==> config.mk <==
export PLATFORM = sky130hd
export DESIGN_NAME = crp_codec
export DESIGN_NICKNAME = d
export VERILOG_FILES = /design/src/core/crp_pkg.sv /design/src/core/crp_codec.sv /design/src/core/crp_parse.sv
export SDC_FILE = /design/constraint.sdc
export NUM_CORES = 1
export LEC_CHECK = 0
export BUFFER_PORTS_ARGS = -buffer_cell sky130_fd_sc_hd__buf_4
export CAP_MARGIN = 15
export CORE_AREA = 2 2 131 133
export CTS_CLUSTER_DIAMETER = 100
export DETAILED_ROUTE_END_ITERATION = 8
export DIE_AREA = 0 0 133 135
export GPL_TIMING_DRIVEN = 0
export HOLD_SLACK_MARGIN = 0.05
export PLACE_DENSITY_LB_ADDON = 0.1
export SKIP_CTS_REPAIR_TIMING = 1
export SYNTH_ARGS = -nofsm -noshare
export SYNTH_HDL_FRONTEND = slang
export SYNTH_SLANG_ARGS = --single-unit
==> constraint.sdc <==
create_clock -name clk_sys -period 1.9 [get_ports clk_sys]
set_input_delay 0 -clock clk_sys [delete_from_list [all_inputs] [get_ports clk_sys]]
set_output_delay 0 -clock clk_sys [all_outputs]
set_load 0.01 [all_outputs]
==> src/core/crp_pkg.sv <==
// Package for the coherent response packet codec
package crp_pkg;
   localparam int TAG_W  = 8;
   localparam int DATA_W = 64;

   localparam logic [3:0] FTYPE_RESPONSE = 4'hd;
   localparam logic [3:0] FTYPE_RSVD_12  = 4'hc;
   localparam logic [3:0] FTYPE_RSVD_14  = 4'he;
   localparam logic [3:0] FTYPE_IMPL     = 4'hf;

   localparam logic [3:0] TRANS_NO_DATA   = 4'h0;
   localparam logic [3:0] TRANS_WITH_DATA = 4'h8;

   localparam logic [3:0] ST_DONE       = 4'h0;
   localparam logic [3:0] ST_DATA_ONLY  = 4'h1;
   localparam logic [3:0] ST_NOT_OWNER  = 4'h2;
   localparam logic [3:0] ST_RETRY      = 4'h3;
   localparam logic [3:0] ST_INTERV     = 4'h4;
   localparam logic [3:0] ST_DONE_INTV  = 4'h5;
   localparam logic [3:0] ST_RSVD_6     = 4'h6;
   localparam logic [3:0] ST_ERROR      = 4'h7;
   localparam logic [3:0] ST_IMPL_FIRST = 4'hc;

   localparam logic [3:0] RST_NIBBLE = 4'h0;

   function automatic logic status_reserved(input logic [3:0] st);
      status_reserved = (st == ST_RSVD_6) || (st[3:2] == 2'b10);
   endfunction

   function automatic logic status_may_carry_data(input logic [3:0] st);
      status_may_carry_data = (st == ST_DONE) || (st == ST_DATA_ONLY) || (st == ST_INTERV)
         || (st == ST_DONE_INTV) || (st >= ST_IMPL_FIRST);
   endfunction
endpackage

==> src/core/crp_codec.sv <==
// Completion packet builder and receive parser top
//
// Behaviour
// - One completion packet is emitted for each finished remote request.
// - Completions go to one destination over the same transmit port as requests.
// - Every completion carries format type 0b1101.
// - Transaction subfield is 0b0000 without payload and 0b1000 with payload.
// - The request tag of the original request is echoed in the completion.
// - A completion holds only status, optional payload and the echoed tag.
// - Status 0b0000 means done and 0b0001 means data only.
// - Status 0b0010 means the responder does not own the granule.
// - Status 0b0011 means not accepted and the requester must reissue.
// - Status 0b0100 carries intervention data for home memory to store.
// - Status 0b0101 means done after a third-party intervention.
// - Error status 0b0111 and no-data completions never carry a payload.
// - Status 0b1100 to 0b1111 are implementation codes; 0b0110, 0b1000-0b1011 reserved.
// - Format types 12 and 14 are never generated.
// - Format type 15 carries device-defined content such as flow control.
module crp_codec
   import crp_pkg::*;
(
   input  wire logic              clk_sys,
   input  wire logic              sys_rst,
   // Completion request from the local service logic
   input  wire logic              cmp_valid,
   output logic                   cmp_ready,
   input  wire logic [3:0]        cmp_status,
   input  wire logic [crp_pkg::TAG_W-1:0]  cmp_tag,
   input  wire logic              cmp_has_data,
   input  wire logic [crp_pkg::DATA_W-1:0] cmp_data,
   // Flow-control packet request
   input  wire logic              fc_valid,
   input  wire logic [3:0]        fc_code,
   // Shared transmit port
   output logic                   tx_valid,
   input  wire logic              tx_ready,
   output logic [3:0]             tx_ftype,
   output logic [3:0]             tx_trans,
   output logic [3:0]             tx_status,
   output logic [TAG_W-1:0]       tx_request_tag_echo,
   output logic                   tx_has_data,
   output logic [DATA_W-1:0]      tx_data,
   output logic                   tx_bad_status,
   // Receive port
   input  wire logic              rx_valid,
   input  wire logic [3:0]        rx_ftype,
   input  wire logic [3:0]        rx_trans,
   input  wire logic [3:0]        rx_status,
   input  wire logic [TAG_W-1:0]  rx_request_tag_echo,
   input  wire logic [DATA_W-1:0] rx_data,
   output logic                   done_valid,
   output logic [3:0]             done_status,
   output logic [TAG_W-1:0]       done_request_tag_echo,
   output logic                   done_has_data,
   output logic [DATA_W-1:0]      done_data,
   output logic                   done_retry,
   output logic                   done_interv,
   output logic                   rx_malformed,
   output logic                   rx_impl_valid
);
   import crp_pkg::*;

   typedef enum logic [1:0] {
      CRP_IDLE = 2'b01,
      CRP_SEND = 2'b10
   } crp_state_e;

   crp_state_e        state;
   crp_state_e        next_state;
   logic              next_tx_valid;
   logic [3:0]        next_tx_ftype;
   logic [3:0]        next_tx_trans;
   logic [3:0]        next_tx_status;
   logic [TAG_W-1:0]  next_tx_tag;
   logic              next_tx_has_data;
   logic [DATA_W-1:0] next_tx_data;
   logic              next_tx_bad_status;
   logic              next_cmp_ready;
   logic              send_data;

   // Completions take priority; flow control waits for an idle cycle
   always_comb begin
      next_state         = state;
      next_tx_valid      = tx_valid;
      next_tx_ftype      = tx_ftype;
      next_tx_trans      = tx_trans;
      next_tx_status     = tx_status;
      next_tx_tag        = tx_request_tag_echo;
      next_tx_has_data   = tx_has_data;
      next_tx_data       = tx_data;
      next_tx_bad_status = tx_bad_status;
      next_cmp_ready     = 1'b0;
      // Payload only where the status allows it
      send_data = cmp_has_data && status_may_carry_data(cmp_status);
      case (state)
         CRP_IDLE: begin
            next_cmp_ready = 1'b1;
            if (cmp_valid && cmp_ready) begin
               next_state         = CRP_SEND;
               next_cmp_ready     = 1'b0;
               next_tx_valid      = 1'b1;
               next_tx_ftype      = FTYPE_RESPONSE;
               next_tx_trans      = send_data ? TRANS_WITH_DATA : TRANS_NO_DATA;
               next_tx_status     = cmp_status;
               next_tx_tag        = cmp_tag;
               next_tx_has_data   = send_data;
               next_tx_data       = send_data ? cmp_data : '0;
               // Reserved status still goes out; flagged for the local logic
               next_tx_bad_status = status_reserved(cmp_status);
            end else if (fc_valid) begin
               next_state         = CRP_SEND;
               next_cmp_ready     = 1'b0;
               next_tx_valid      = 1'b1;
               next_tx_ftype      = FTYPE_IMPL;
               next_tx_trans      = fc_code;
               next_tx_status     = RST_NIBBLE;
               next_tx_tag        = '0;
               next_tx_has_data   = 1'b0;
               next_tx_data       = '0;
               next_tx_bad_status = 1'b0;
            end
         end
         CRP_SEND: begin
            if (tx_ready) begin
               next_state     = CRP_IDLE;
               next_tx_valid  = 1'b0;
               next_cmp_ready = 1'b1;
            end
         end
         default: begin
            next_state    = CRP_IDLE;
            next_tx_valid = 1'b0;
         end
      endcase
   end

   always_ff @(posedge clk_sys) begin
      if (sys_rst) begin
         state               <= CRP_IDLE;
         cmp_ready           <= 1'b0;
         tx_valid            <= 1'b0;
         tx_ftype            <= RST_NIBBLE;
         tx_trans            <= RST_NIBBLE;
         tx_status           <= RST_NIBBLE;
         tx_request_tag_echo <= '0;
         tx_has_data         <= 1'b0;
         tx_data             <= '0;
         tx_bad_status       <= 1'b0;
      end else begin
         state               <= next_state;
         cmp_ready           <= next_cmp_ready;
         tx_valid            <= next_tx_valid;
         tx_ftype            <= next_tx_ftype;
         tx_trans            <= next_tx_trans;
         tx_status           <= next_tx_status;
         tx_request_tag_echo <= next_tx_tag;
         tx_has_data         <= next_tx_has_data;
         tx_data             <= next_tx_data;
         tx_bad_status       <= next_tx_bad_status;
      end
   end

   crp_parse u_parse (
      .clk_sys       (clk_sys),
      .sys_rst       (sys_rst),
      .rx_valid      (rx_valid),
      .rx_ftype      (rx_ftype),
      .rx_trans      (rx_trans),
      .rx_status     (rx_status),
      .rx_tag        (rx_request_tag_echo),
      .rx_data       (rx_data),
      .done_valid    (done_valid),
      .done_status   (done_status),
      .done_tag      (done_request_tag_echo),
      .done_has_data (done_has_data),
      .done_data     (done_data),
      .done_retry    (done_retry),
      .done_interv   (done_interv),
      .malformed     (rx_malformed),
      .impl_valid    (rx_impl_valid)
   );

   AST_ONE_PER_ACCEPT: assert property (@(posedge clk_sys) disable iff (sys_rst)
      (cmp_valid && cmp_ready) |=> (tx_valid && tx_ftype == FTYPE_RESPONSE))
      else $error("accepted completion not emitted");
   AST_HOLD_UNTIL_TAKEN: assert property (@(posedge clk_sys) disable iff (sys_rst)
      (tx_valid && !tx_ready) |=> (tx_valid && $stable(tx_request_tag_echo)
      && $stable(tx_ftype))) else $error("transmit dropped before taken");
   AST_FTYPE_LEGAL: assert property (@(posedge clk_sys) disable iff (sys_rst)
      tx_valid |-> (tx_ftype == FTYPE_RESPONSE || tx_ftype == FTYPE_IMPL))
      else $error("illegal format type sent");
   AST_RESERVED_FTYPE: assert property (@(posedge clk_sys) disable iff (sys_rst)
      tx_valid |-> (tx_ftype != FTYPE_RSVD_12 && tx_ftype != FTYPE_RSVD_14))
      else $error("reserved format type sent");
   AST_TRANS_CODE: assert property (@(posedge clk_sys) disable iff (sys_rst)
      (tx_valid && tx_ftype == FTYPE_RESPONSE) |->
      (tx_trans == (tx_has_data ? TRANS_WITH_DATA : TRANS_NO_DATA)))
      else $error("transaction subfield wrong");
   AST_TAG_ECHO: assert property (@(posedge clk_sys) disable iff (sys_rst)
      (cmp_valid && cmp_ready) |=> (tx_request_tag_echo == $past(cmp_tag)
      && tx_status == $past(cmp_status))) else $error("tag or status not echoed");
   AST_ERROR_NO_DATA: assert property (@(posedge clk_sys) disable iff (sys_rst)
      (tx_valid && (tx_status == ST_ERROR || tx_status == ST_NOT_OWNER
      || tx_status == ST_RETRY) && tx_ftype == FTYPE_RESPONSE) |-> !tx_has_data)
      else $error("payload on no-data status");
   AST_NO_ACCEPT_WHILE_BUSY: assert property (@(posedge clk_sys) disable iff (sys_rst)
      (tx_valid && !tx_ready) |=> !cmp_ready) else $error("accepted while busy");
endmodule

==> src/core/crp_parse.sv <==
// Receive-side parser for completion packets
module crp_parse
   import crp_pkg::*;
(
   input  wire logic              clk_sys,
   input  wire logic              sys_rst,
   input  wire logic              rx_valid,
   input  wire logic [3:0]        rx_ftype,
   input  wire logic [3:0]        rx_trans,
   input  wire logic [3:0]        rx_status,
   input  wire logic [TAG_W-1:0]  rx_tag,
   input  wire logic [DATA_W-1:0] rx_data,
   output logic                   done_valid,
   output logic [3:0]             done_status,
   output logic [TAG_W-1:0]       done_tag,
   output logic                   done_has_data,
   output logic [DATA_W-1:0]      done_data,
   output logic                   done_retry,
   output logic                   done_interv,
   output logic                   malformed,
   output logic                   impl_valid
);
   logic              next_done_valid;
   logic [3:0]        next_done_status;
   logic [TAG_W-1:0]  next_done_tag;
   logic              next_done_has_data;
   logic [DATA_W-1:0] next_done_data;
   logic              next_done_retry;
   logic              next_done_interv;
   logic              next_malformed;
   logic              next_impl_valid;
   logic              is_resp;
   logic              bad;

   always_comb begin
      is_resp = rx_valid && (rx_ftype == FTYPE_RESPONSE);
      // Reserved subfield or status, or data on a no-data status
      bad = (rx_trans != TRANS_NO_DATA && rx_trans != TRANS_WITH_DATA)
         || status_reserved(rx_status)
         || (rx_trans == TRANS_WITH_DATA && !status_may_carry_data(rx_status));
      next_malformed     = is_resp && bad;
      next_done_valid    = is_resp && !bad;
      next_done_status   = is_resp ? rx_status : RST_NIBBLE;
      next_done_tag      = is_resp ? rx_tag : '0;
      next_done_has_data = is_resp && !bad && (rx_trans == TRANS_WITH_DATA);
      next_done_data     = (is_resp && !bad && rx_trans == TRANS_WITH_DATA) ? rx_data : '0;
      next_done_retry    = is_resp && !bad && (rx_status == ST_RETRY);
      next_done_interv   = is_resp && !bad && (rx_status == ST_INTERV);
      next_impl_valid    = rx_valid && (rx_ftype == FTYPE_IMPL);
   end

   always_ff @(posedge clk_sys) begin
      if (sys_rst) begin
         done_valid    <= 1'b0;
         done_status   <= RST_NIBBLE;
         done_tag      <= '0;
         done_has_data <= 1'b0;
         done_data     <= '0;
         done_retry    <= 1'b0;
         done_interv   <= 1'b0;
         malformed     <= 1'b0;
         impl_valid    <= 1'b0;
      end else begin
         done_valid    <= next_done_valid;
         done_status   <= next_done_status;
         done_tag      <= next_done_tag;
         done_has_data <= next_done_has_data;
         done_data     <= next_done_data;
         done_retry    <= next_done_retry;
         done_interv   <= next_done_interv;
         malformed     <= next_malformed;
         impl_valid    <= next_impl_valid;
      end
   end

   AST_MALFORMED_DROPPED: assert property (@(posedge clk_sys) disable iff (sys_rst)
      malformed |-> !done_valid) else $error("malformed packet was delivered");
endmodule

==> results of run 1 <==
[cells by family (layout without fill, tap and decap cells)]
kind of cell | after synthesis | in the layout
AOI/OAI and AO/OA | 117 | 117
adders and majority gates | 2 | 2
buffers and inverters | 109 | 659
DFF | 169 | 169
and+or+nand+nor | 118 | 118
[cell type report]
cell class	instances	area (sq um)
Fill cell	1281	5730
Buffer	38	249
Tap cell	220	275
Clock inverter	15	235
Clock buffer	17	425
Sequential cell	169	3380
Multi-Input combinational cell	237	1520
Inverter	71	267
Timing Repair Buffer	518	4320
[metal layers]
| metal | vias to the layer above | GRT usage (%) | wire length, um |
|---|---|---|---|
| met4 | 0 | 8.60 | 489 |
| met2 | 250 | 33.7 | 10600 |
| met5 | - | 0 | 0 |
| met3 | 32 | 7.47 | 1360 |
| met1 | 2737 | 21.1 | 7860 |
| li1 | 2823 | - | - |
[sequential cells by signal, summed over array words and instances (netlist names)]
signal,count
cmp_ready,1
state,1
tx_bad_status,1
tx_data,64
tx_ftype,2
tx_has_data,1
tx_request_tag_echo,8
tx_status,4
tx_trans,4
tx_valid,1
u_parse.done_data,64
u_parse.done_has_data,1
u_parse.done_interv,1
u_parse.done_retry,1
u_parse.done_status,4
u_parse.done_tag,8
u_parse.done_valid,1
u_parse.impl_valid,1
u_parse.malformed,1
[critical path: stages (launching register included)]
cell,delay [ns]
dfxtp_2,0.35
inv_1,0.04
ha_1,0.19
buf_6,0.13
and3_1,0.15
buf_4,0.15
o2111a_2,0.16
buf_2,0.17
buf_6,0.14
a22o_1,0.23
[power by group]
part | switching [mW] | total (mW) | internal [mW]
Combinational | 0.370 | 0.969 | 0.599
Sequential | 0.0248 | 3.60 | 3.58
Clock | 1.51 | 3.88 | 2.37
Total | 1.90 | 8.45 | 6.55
[cell usage in the layout, fill, tap and decap left out, types with 3 or more instances in the layout]
| cell | n |
|---|---|
| buf_2 | 14 |
| a22o_1 | 64 |
| inv_1 | 71 |
| dfxtp_1 | 168 |
| o21ai_0 | 21 |
| nor3_1 | 71 |
| and2_1 | 12 |
| nor2_1 | 4 |
| buf_6 | 9 |
| inv_6 | 4 |
| bufinv_16 | 5 |
| buf_4 | 346 |
| nand2_1 | 13 |
| a21oi_1 | 23 |
| nand4_1 | 6 |
| clkbuf_1 | 12 |
| dlygate4sd3_1 | 174 |
| clkbuf_16 | 17 |
| nand2b_1 | 3 |
[path summary, 6_finish.rpt]
check        startpoint          end  slack (ns)  cells past startpoint
min           cmp_valid  tx_trans[3]        0.06                      4
max reg2reg    tx_valid  tx_data[59]        0.06                      9
max            tx_valid  tx_data[59]        0.06                      9
min reg2reg  tx_data[2]   tx_data[2]        0.48                      1
[metrics by stage]
step / std cells / TNS [ns]
3_3_place_gp: 1074 / 0
2_1_floorplan: 515 / 0
4_1_cts: 1106 / -0.0982
3_5_place_dp: 1074 / -0.0163
6_report: 1285 / 0
5_1_grt: 1285 / -0.000475
==> results.txt, run 1 <==
The area share of xor/xnor cells in the synthesized design came out at 0%. The count of routing violations after the opening detailed-route iteration is roughly 140. The floorplan core area came out at roughly 16000 sq um.

Total power for the finished layout comes to 8.45 mW. The number of buffers between clock root and the deepest sink is 2. At the later pin of the worst-skew pair, clock insertion delay measures 0.42 ns. The worst hold slack came out at approximately 0.059 ns. The all-layer global routing usage is 19.4%. The most frequent cell after synthesis is dfxtp_1. The total I/O pin count came out at 341. The clock drives 169 sinks. The number of levels the H-tree was split into came out at 4. The data arrival time of the worst path is 2.15 ns. The detailed-routing iteration count for the pre-antenna-repair pass is 4.

The layout cell share with drive strength beyond 1 came out at 38.3%. The slew at the pin closest to its max-slew limit is between 0.6 and 0.7 ns. The multiplexer fraction of the synthesized cell area is 0%. From synthesis to final layout, the design area changed by 97.6%. The warning count from the yosys run is 0. STA classifies the critical path endpoint as a register.

The routed via count came out at 5842. The number of global-route vias before repair is 5131. The final critical delay including setup and external delays came out at 1.84 ns. The synthesized netlist devotes 15.9% of its cell area to compound gates. The count of buffers added on input and output ports is 339. The height of the die is roughly 140 um. The number of hold-slack violations in the final timing report is 0. Along the worst path, the maximum fanout reaches 10. The number of rows in the core area is 47.

Across the run, the number of max-cap violations was 0. The initial core utilization is roughly a third. After routing the design area is 10700 sq um. The flow ran to the end, and the final reports show no timing, DRC or antenna violations. TritonCTS created 17 clock buffers. In this run, distinct cell masters in the synthesized netlist total 31. After synthesis, the cell types taking the most area are dfxtp_1 63%, a22o_1 10%, nor3_1 6.6%. After synthesis, the largest family of logic cells by area is compound AO/OA/AOI/OAI gates. The first-pass GRT wire length is 26.9 mm.

The sum of overflow across all layers after global routing is 0. The arithmetic-cell share of the synthesized area counting full adders, half adders and majority gates came out at 0.463%. The number of pins with negative max-slew slack in the final report is 0. The startpoint class of the critical path is a register. For this run, design rule violations remaining after detail routing come to 0.

The power per unit of standard cell area came out at 792 nW/um^2. The combined area of all synthesized cells is 5400 sq um. The TritonCTS clock tree is done. The floorplan step defined a die boundary enclosing approximately 18000 sq um. The aggregate routed wire length is approximately 20 mm. The antenna violation net count after detailed routing is 0. After synthesis the netlist holds a flip-flop and latch count of ~170. The path class of the tightest hold or removal check is input pin to register. The final clock period utilization by the worst path is 96.9%. Across all setup checks in the final design, the least slack found is between 0.05 and 0.06 ns. At the end of the flow the core is filled with cells to 65.1%. The maximum clock frequency came out at between 500 and 600 MHz. CTS placed an instance of clkbuf_16 at the clock tree root.

The detailed-placement wirelength estimate came out at around 14 mm. The setup skew after layout came out at roughly 0.0067 ns. Of the total synthesized cell area, the portion taken by AND, OR, NAND and NOR gates is 11.5%. The sequential cell area fraction in the yosys report is 62.6%. Yosys mapped a number of flops with a built-in enable equal to 0. Measured along the x axis, the die boundary spans 133 um. The worst supply voltage drop on vdd is 0.596 mV. The routability-driven placement congestion ratio came out at 0.796.

The average footprint of a synthesized cell came out at 10.5 sq um. The placed cell area came out at a little over 8000 sq um. STA puts the critical path data required time at 2.21 ns. Ranked by instance count, the synthesized netlist is headed by 169 x dfxtp_1, 71 x inv_1, 71 x nor3_1. In the synthesized netlist the dominant register cell turns out to be dfxtp_1.

The tightest slew margin relative to the limit came out at between 50% and 60%. The fraction of synthesis flops using an asynchronous set or reset pin is 0%. The number of instances in the synthesized netlist came out at roughly 520. The number of antenna violations at the first check in global routing came out at 0. After synthesis, the largest area contributor takes up 62.6% of total cell area.

The detailed-route vias per instance is 4.55. The count of antenna diodes in the layout came out at 0. The total nets after synthesis came out at 688. The largest net degree at the start of global routing came out at 17.

After clock tree synthesis, the clock-pin slew on the worst setup and hold paths is around 0.070 ns. The setup slack at placement is -0.00860 ns. Summed over all instances, the cell type with the most area after synthesis is dfxtp_1. The class of the most critical setup path is register to register. The static leakage power is 5.07 nW. The total setup violations reported at the end of the flow is 0. The final net count is roughly 1.2k. The average wire per standard cell came out at around 16 um.
Power figures use the tool's default switching activity.
==> run 2: changes to the inputs <==
--- a/config.mk
+++ b/config.mk
@@ -14,6 +14,7 @@
 export GPL_TIMING_DRIVEN = 0
 export HOLD_SLACK_MARGIN = 0.05
 export PLACE_DENSITY_LB_ADDON = 0.1
+export REMOVE_ABC_BUFFERS = 1
 export SKIP_CTS_REPAIR_TIMING = 1
 export SYNTH_ARGS = -nofsm -noshare
 export SYNTH_HDL_FRONTEND = slang
==> run 2 against run 1 <==
Compared with the run above:
- critical path depth is 4 lower
- via count is 3.1% lower
- critical endpoint is now u_parse.done_has_data
- sequential power hardly changed
- maximum frequency is 1.3% higher
- sequential cell count stayed put
- clock-buffer cell count is 2 higher
- combinational power is 0.5% lower
- register-to-register slack better by 0.12 ns
- routed wire length is 1.7% lower
- clock power is 18% lower
- utilization is 1.6 points lower
- worst setup slack better by 0.024 ns
==> results.txt, run 2 (synthesis results as in run 1) <==
The run finished with clean final reports. The largest stage delay on the critical path is 0.76 ns. The floorplan core area is 16400 sq um. The antenna violation net count after detailed routing came out at 0. The switching share of power came out at between 20% and 30%. The worst setup path is launched from an input pin. The largest registers in the layout are tx_data (64), u_parse.done_data (64). The final net count is 1190. The number of pins with negative max-slew slack in the final report came to 0. On the final layout, the worst hold slack is 0.0516 ns. Per report_power, the combinational group accounts for about 13% of the total. After the first detailed-routing iteration, the DRC count stood at roughly 220. The setup slack at placement is -0.549 ns. The routability-driven placement congestion ratio came out at 0.819. The largest net degree at the start of global routing came out at 53.

After detailed routing, the number of remaining DRC violations is 0. The slowest stage of the critical path belongs to the cell or3_2. The height of the die came out at 135 um. Power spread over the standard cell area amounts to approximately 740 nW/um^2. The number of instances on the worst hold path is 4. The worst register-to-register path ends at tx_status[2]. The root buffer cell chosen for the clock tree is clkbuf_16. The number of antenna violations at the first check in global routing is 0. Leaving out fill and tap cells, the most frequent cell in the layout is buf_4. The number of global-route vias before repair is between 4k and 5k.

The number of max-capacitance violations reported came out at 0. The internal cell power came out at 5.89 mW. The tightest min-delay check is of the input pin to register type. The length in cells of the worst reg-to-reg path came out at 6. The number of rows in the core area is 47.

Setup violations remaining at the end of the flow were counted as 0. The worst setup path is captured at a register. The number of clock sinks is approximately 170. The internal reg-to-reg setup slack came out at 0.18 ns.

The all-layer global routing usage came out at about 18%. The worst supply voltage drop on vdd is 0.580 mV. TritonCTS built the clock tree. In the routed layout, each cell is associated on average with a via count of ~4.5. The number of hold-slack violations in the final timing report came out at 0.

The aggregate routed wire length is between 15 and 20 mm. The clock arrives with about 0.008 ns of skew. The worst path in the final design needs a cycle of 1.82 ns, including I/O delays and setup.

The post-layout total power is 7.74 mW. Broken down by cell family, the worst path's largest delay share belongs to buffers and inverters. The detailed-routing iteration count for the pre-antenna-repair pass came out at 4. The clock buffer count from CTS came out at 17.

The die covers 18000 sq um. The clock latency reported for the late side of the worst-skew pair is 0.42 ns. The static leakage power came out at 4.88 nW. The buffer and inverter count on the worst path is 3. The slew at the pin closest to its max-slew limit is 0.830 ns. The signal on the critical path passes through dlygate4sd3_1 > buf_4 > or3_2 > buf_12 > nor4_2. The layout cell share with drive strength beyond 1 is a little under two fifths.

The clock-pin slew on the worst setup and hold paths came out at 0.06 ns. The first-pass GRT wire length came out at between 20 and 30 mm. The initial core utilization is 32.9%.

In the layout the commonest cells are 344 x buf_4, 171 x dlygate4sd3_1, 169 x dfxtp_1, 71 x inv_1, 71 x nor3_1. The area overhead of the layout relative to synthesis is 92.6%. The worst path setup slack after routing came out at 0.0824 ns. The tightest slew margin relative to the limit came out at 44.7%. The average wire per standard cell is ~16 um. The die width is between 100 and 150 um. The sum of overflow across all layers after global routing is 0. The number of levels the H-tree was split into is 4.

The data arrival time of the worst path came out at 2.14 ns. In this run the worst setup path terminates at u_parse.done_has_data. Detailed placement finished with a half-perimeter wire length of 12.8 mm. The proportion of power drawn by flip-flops and latches came out at 46.6%. The routed via count came out at between 5k and 6k. The number of buffers between clock root and the deepest sink came out at 2. The sum of negative setup slack is 0 ns. The startpoint identified for the worst register-to-register timing path is tx_valid. In this run the number of cells on the critical path is 5.

Of all nets on the critical path, the largest fanout is 43. Buffers placed on the I/O ports in this run total 340. The worst setup path is of the input pin to register kind. Pin placement for this block handled around 340 I/O pins. The share of power burned in the clock network came out at between 40 and 50%. The most critical setup path has its startpoint at sys_rst.

The maximum clock frequency is 550 MHz. Dividing the final minimum period by the clock period gives between 90% and 100%. The data required time at the worst endpoint came out at about 2.2 ns. The count of antenna diodes in the layout is 0. In this run the power spent charging and discharging nets is 1.85 mW.
==> run 2: cell count changes in the layout (fill, tap and decap cells not counted), moves of 3 or more <==
| cell | previous run | this run |
|---|---|---|
| clkinvlp_4 | 0 | 5 |
| buf_2 | 14 | 0 |
| bufinv_16 | 5 | 0 |
| buf_6 | 9 | 0 |
| dlygate4sd3_1 | 174 | 171 |
| clkbuf_1 | 12 | 1 |
| buf_12 | 0 | 3 |
==> run 2: how the worst min path moves through the flow <==
stage	from	to	slack [ns]
finish	rx_trans[2]	u_parse.done_valid	0.05
global route	rx_trans[2]	u_parse.done_valid	0.06
CTS	rx_request_tag_echo[7]	u_parse.done_tag[7]	-0.24
detailed placement	rx_request_tag_echo[7]	u_parse.done_tag[7]	0.21
global placement	rx_request_tag_echo[7]	u_parse.done_tag[7]	0.20
floorplan	sys_rst	tx_bad_status	0.07
==> run 2: per-layer routing <==
layer	GRT usage, %	up-vias	part of all wire, %
met2	32.9	249	52
met4	7.05	0	2.0
li1	-	2756	-
met1	18.3	2626	37
met3	9.12	27	8.9
met5	0	-	0
==> run 2: power by group through the flow <==
stage          combinational [mW]  sequential (mW)  clock, mW
6_report                    0.964             3.60       3.17
5_1_grt                      1.03             3.61       3.41
4_1_cts                     0.629             3.60       3.24
3_5_place_dp                0.627             3.68          0
3_3_place_gp                0.589             3.68          0
2_1_floorplan               0.171             3.70          0
==> run 2: layout make-up <==
cell class | instances | area [sq um]
repair buffers | 520 | 4390
multi-input cells | 238 | 1550
well taps | 220 | 275
clock buffers | 19 | 443
clock inverters | 12 | 93.8
flip-flops and latches | 169 | 3380
fillers | 1265 | 6000
inverters | 71 | 267
==> run 2: worst reg2reg max path, cell delays in order (launching register included) <==
cell and delay [ns]:
dfxtp_1 0.34, inv_1 0.11, ha_4 0.25, and3_4 0.25
nand2_1 0.05, dlygate4sd3_1 0.54, a21oi_1 0.11
==> run 2: through the flow <==
| step | utilization [%] | instance area, sq um | instances |
|---|---|---|---|
| finish | 63.4 | 10400 | 1249 |
| global route | 63.4 | 10400 | 1249 |
| CTS | 52.6 | 8630 | 1072 |
| detailed placement | 49.3 | 8090 | 1041 |
| global placement | 48.7 | 7980 | 1037 |
| floorplan | - | 5160 | 477 |
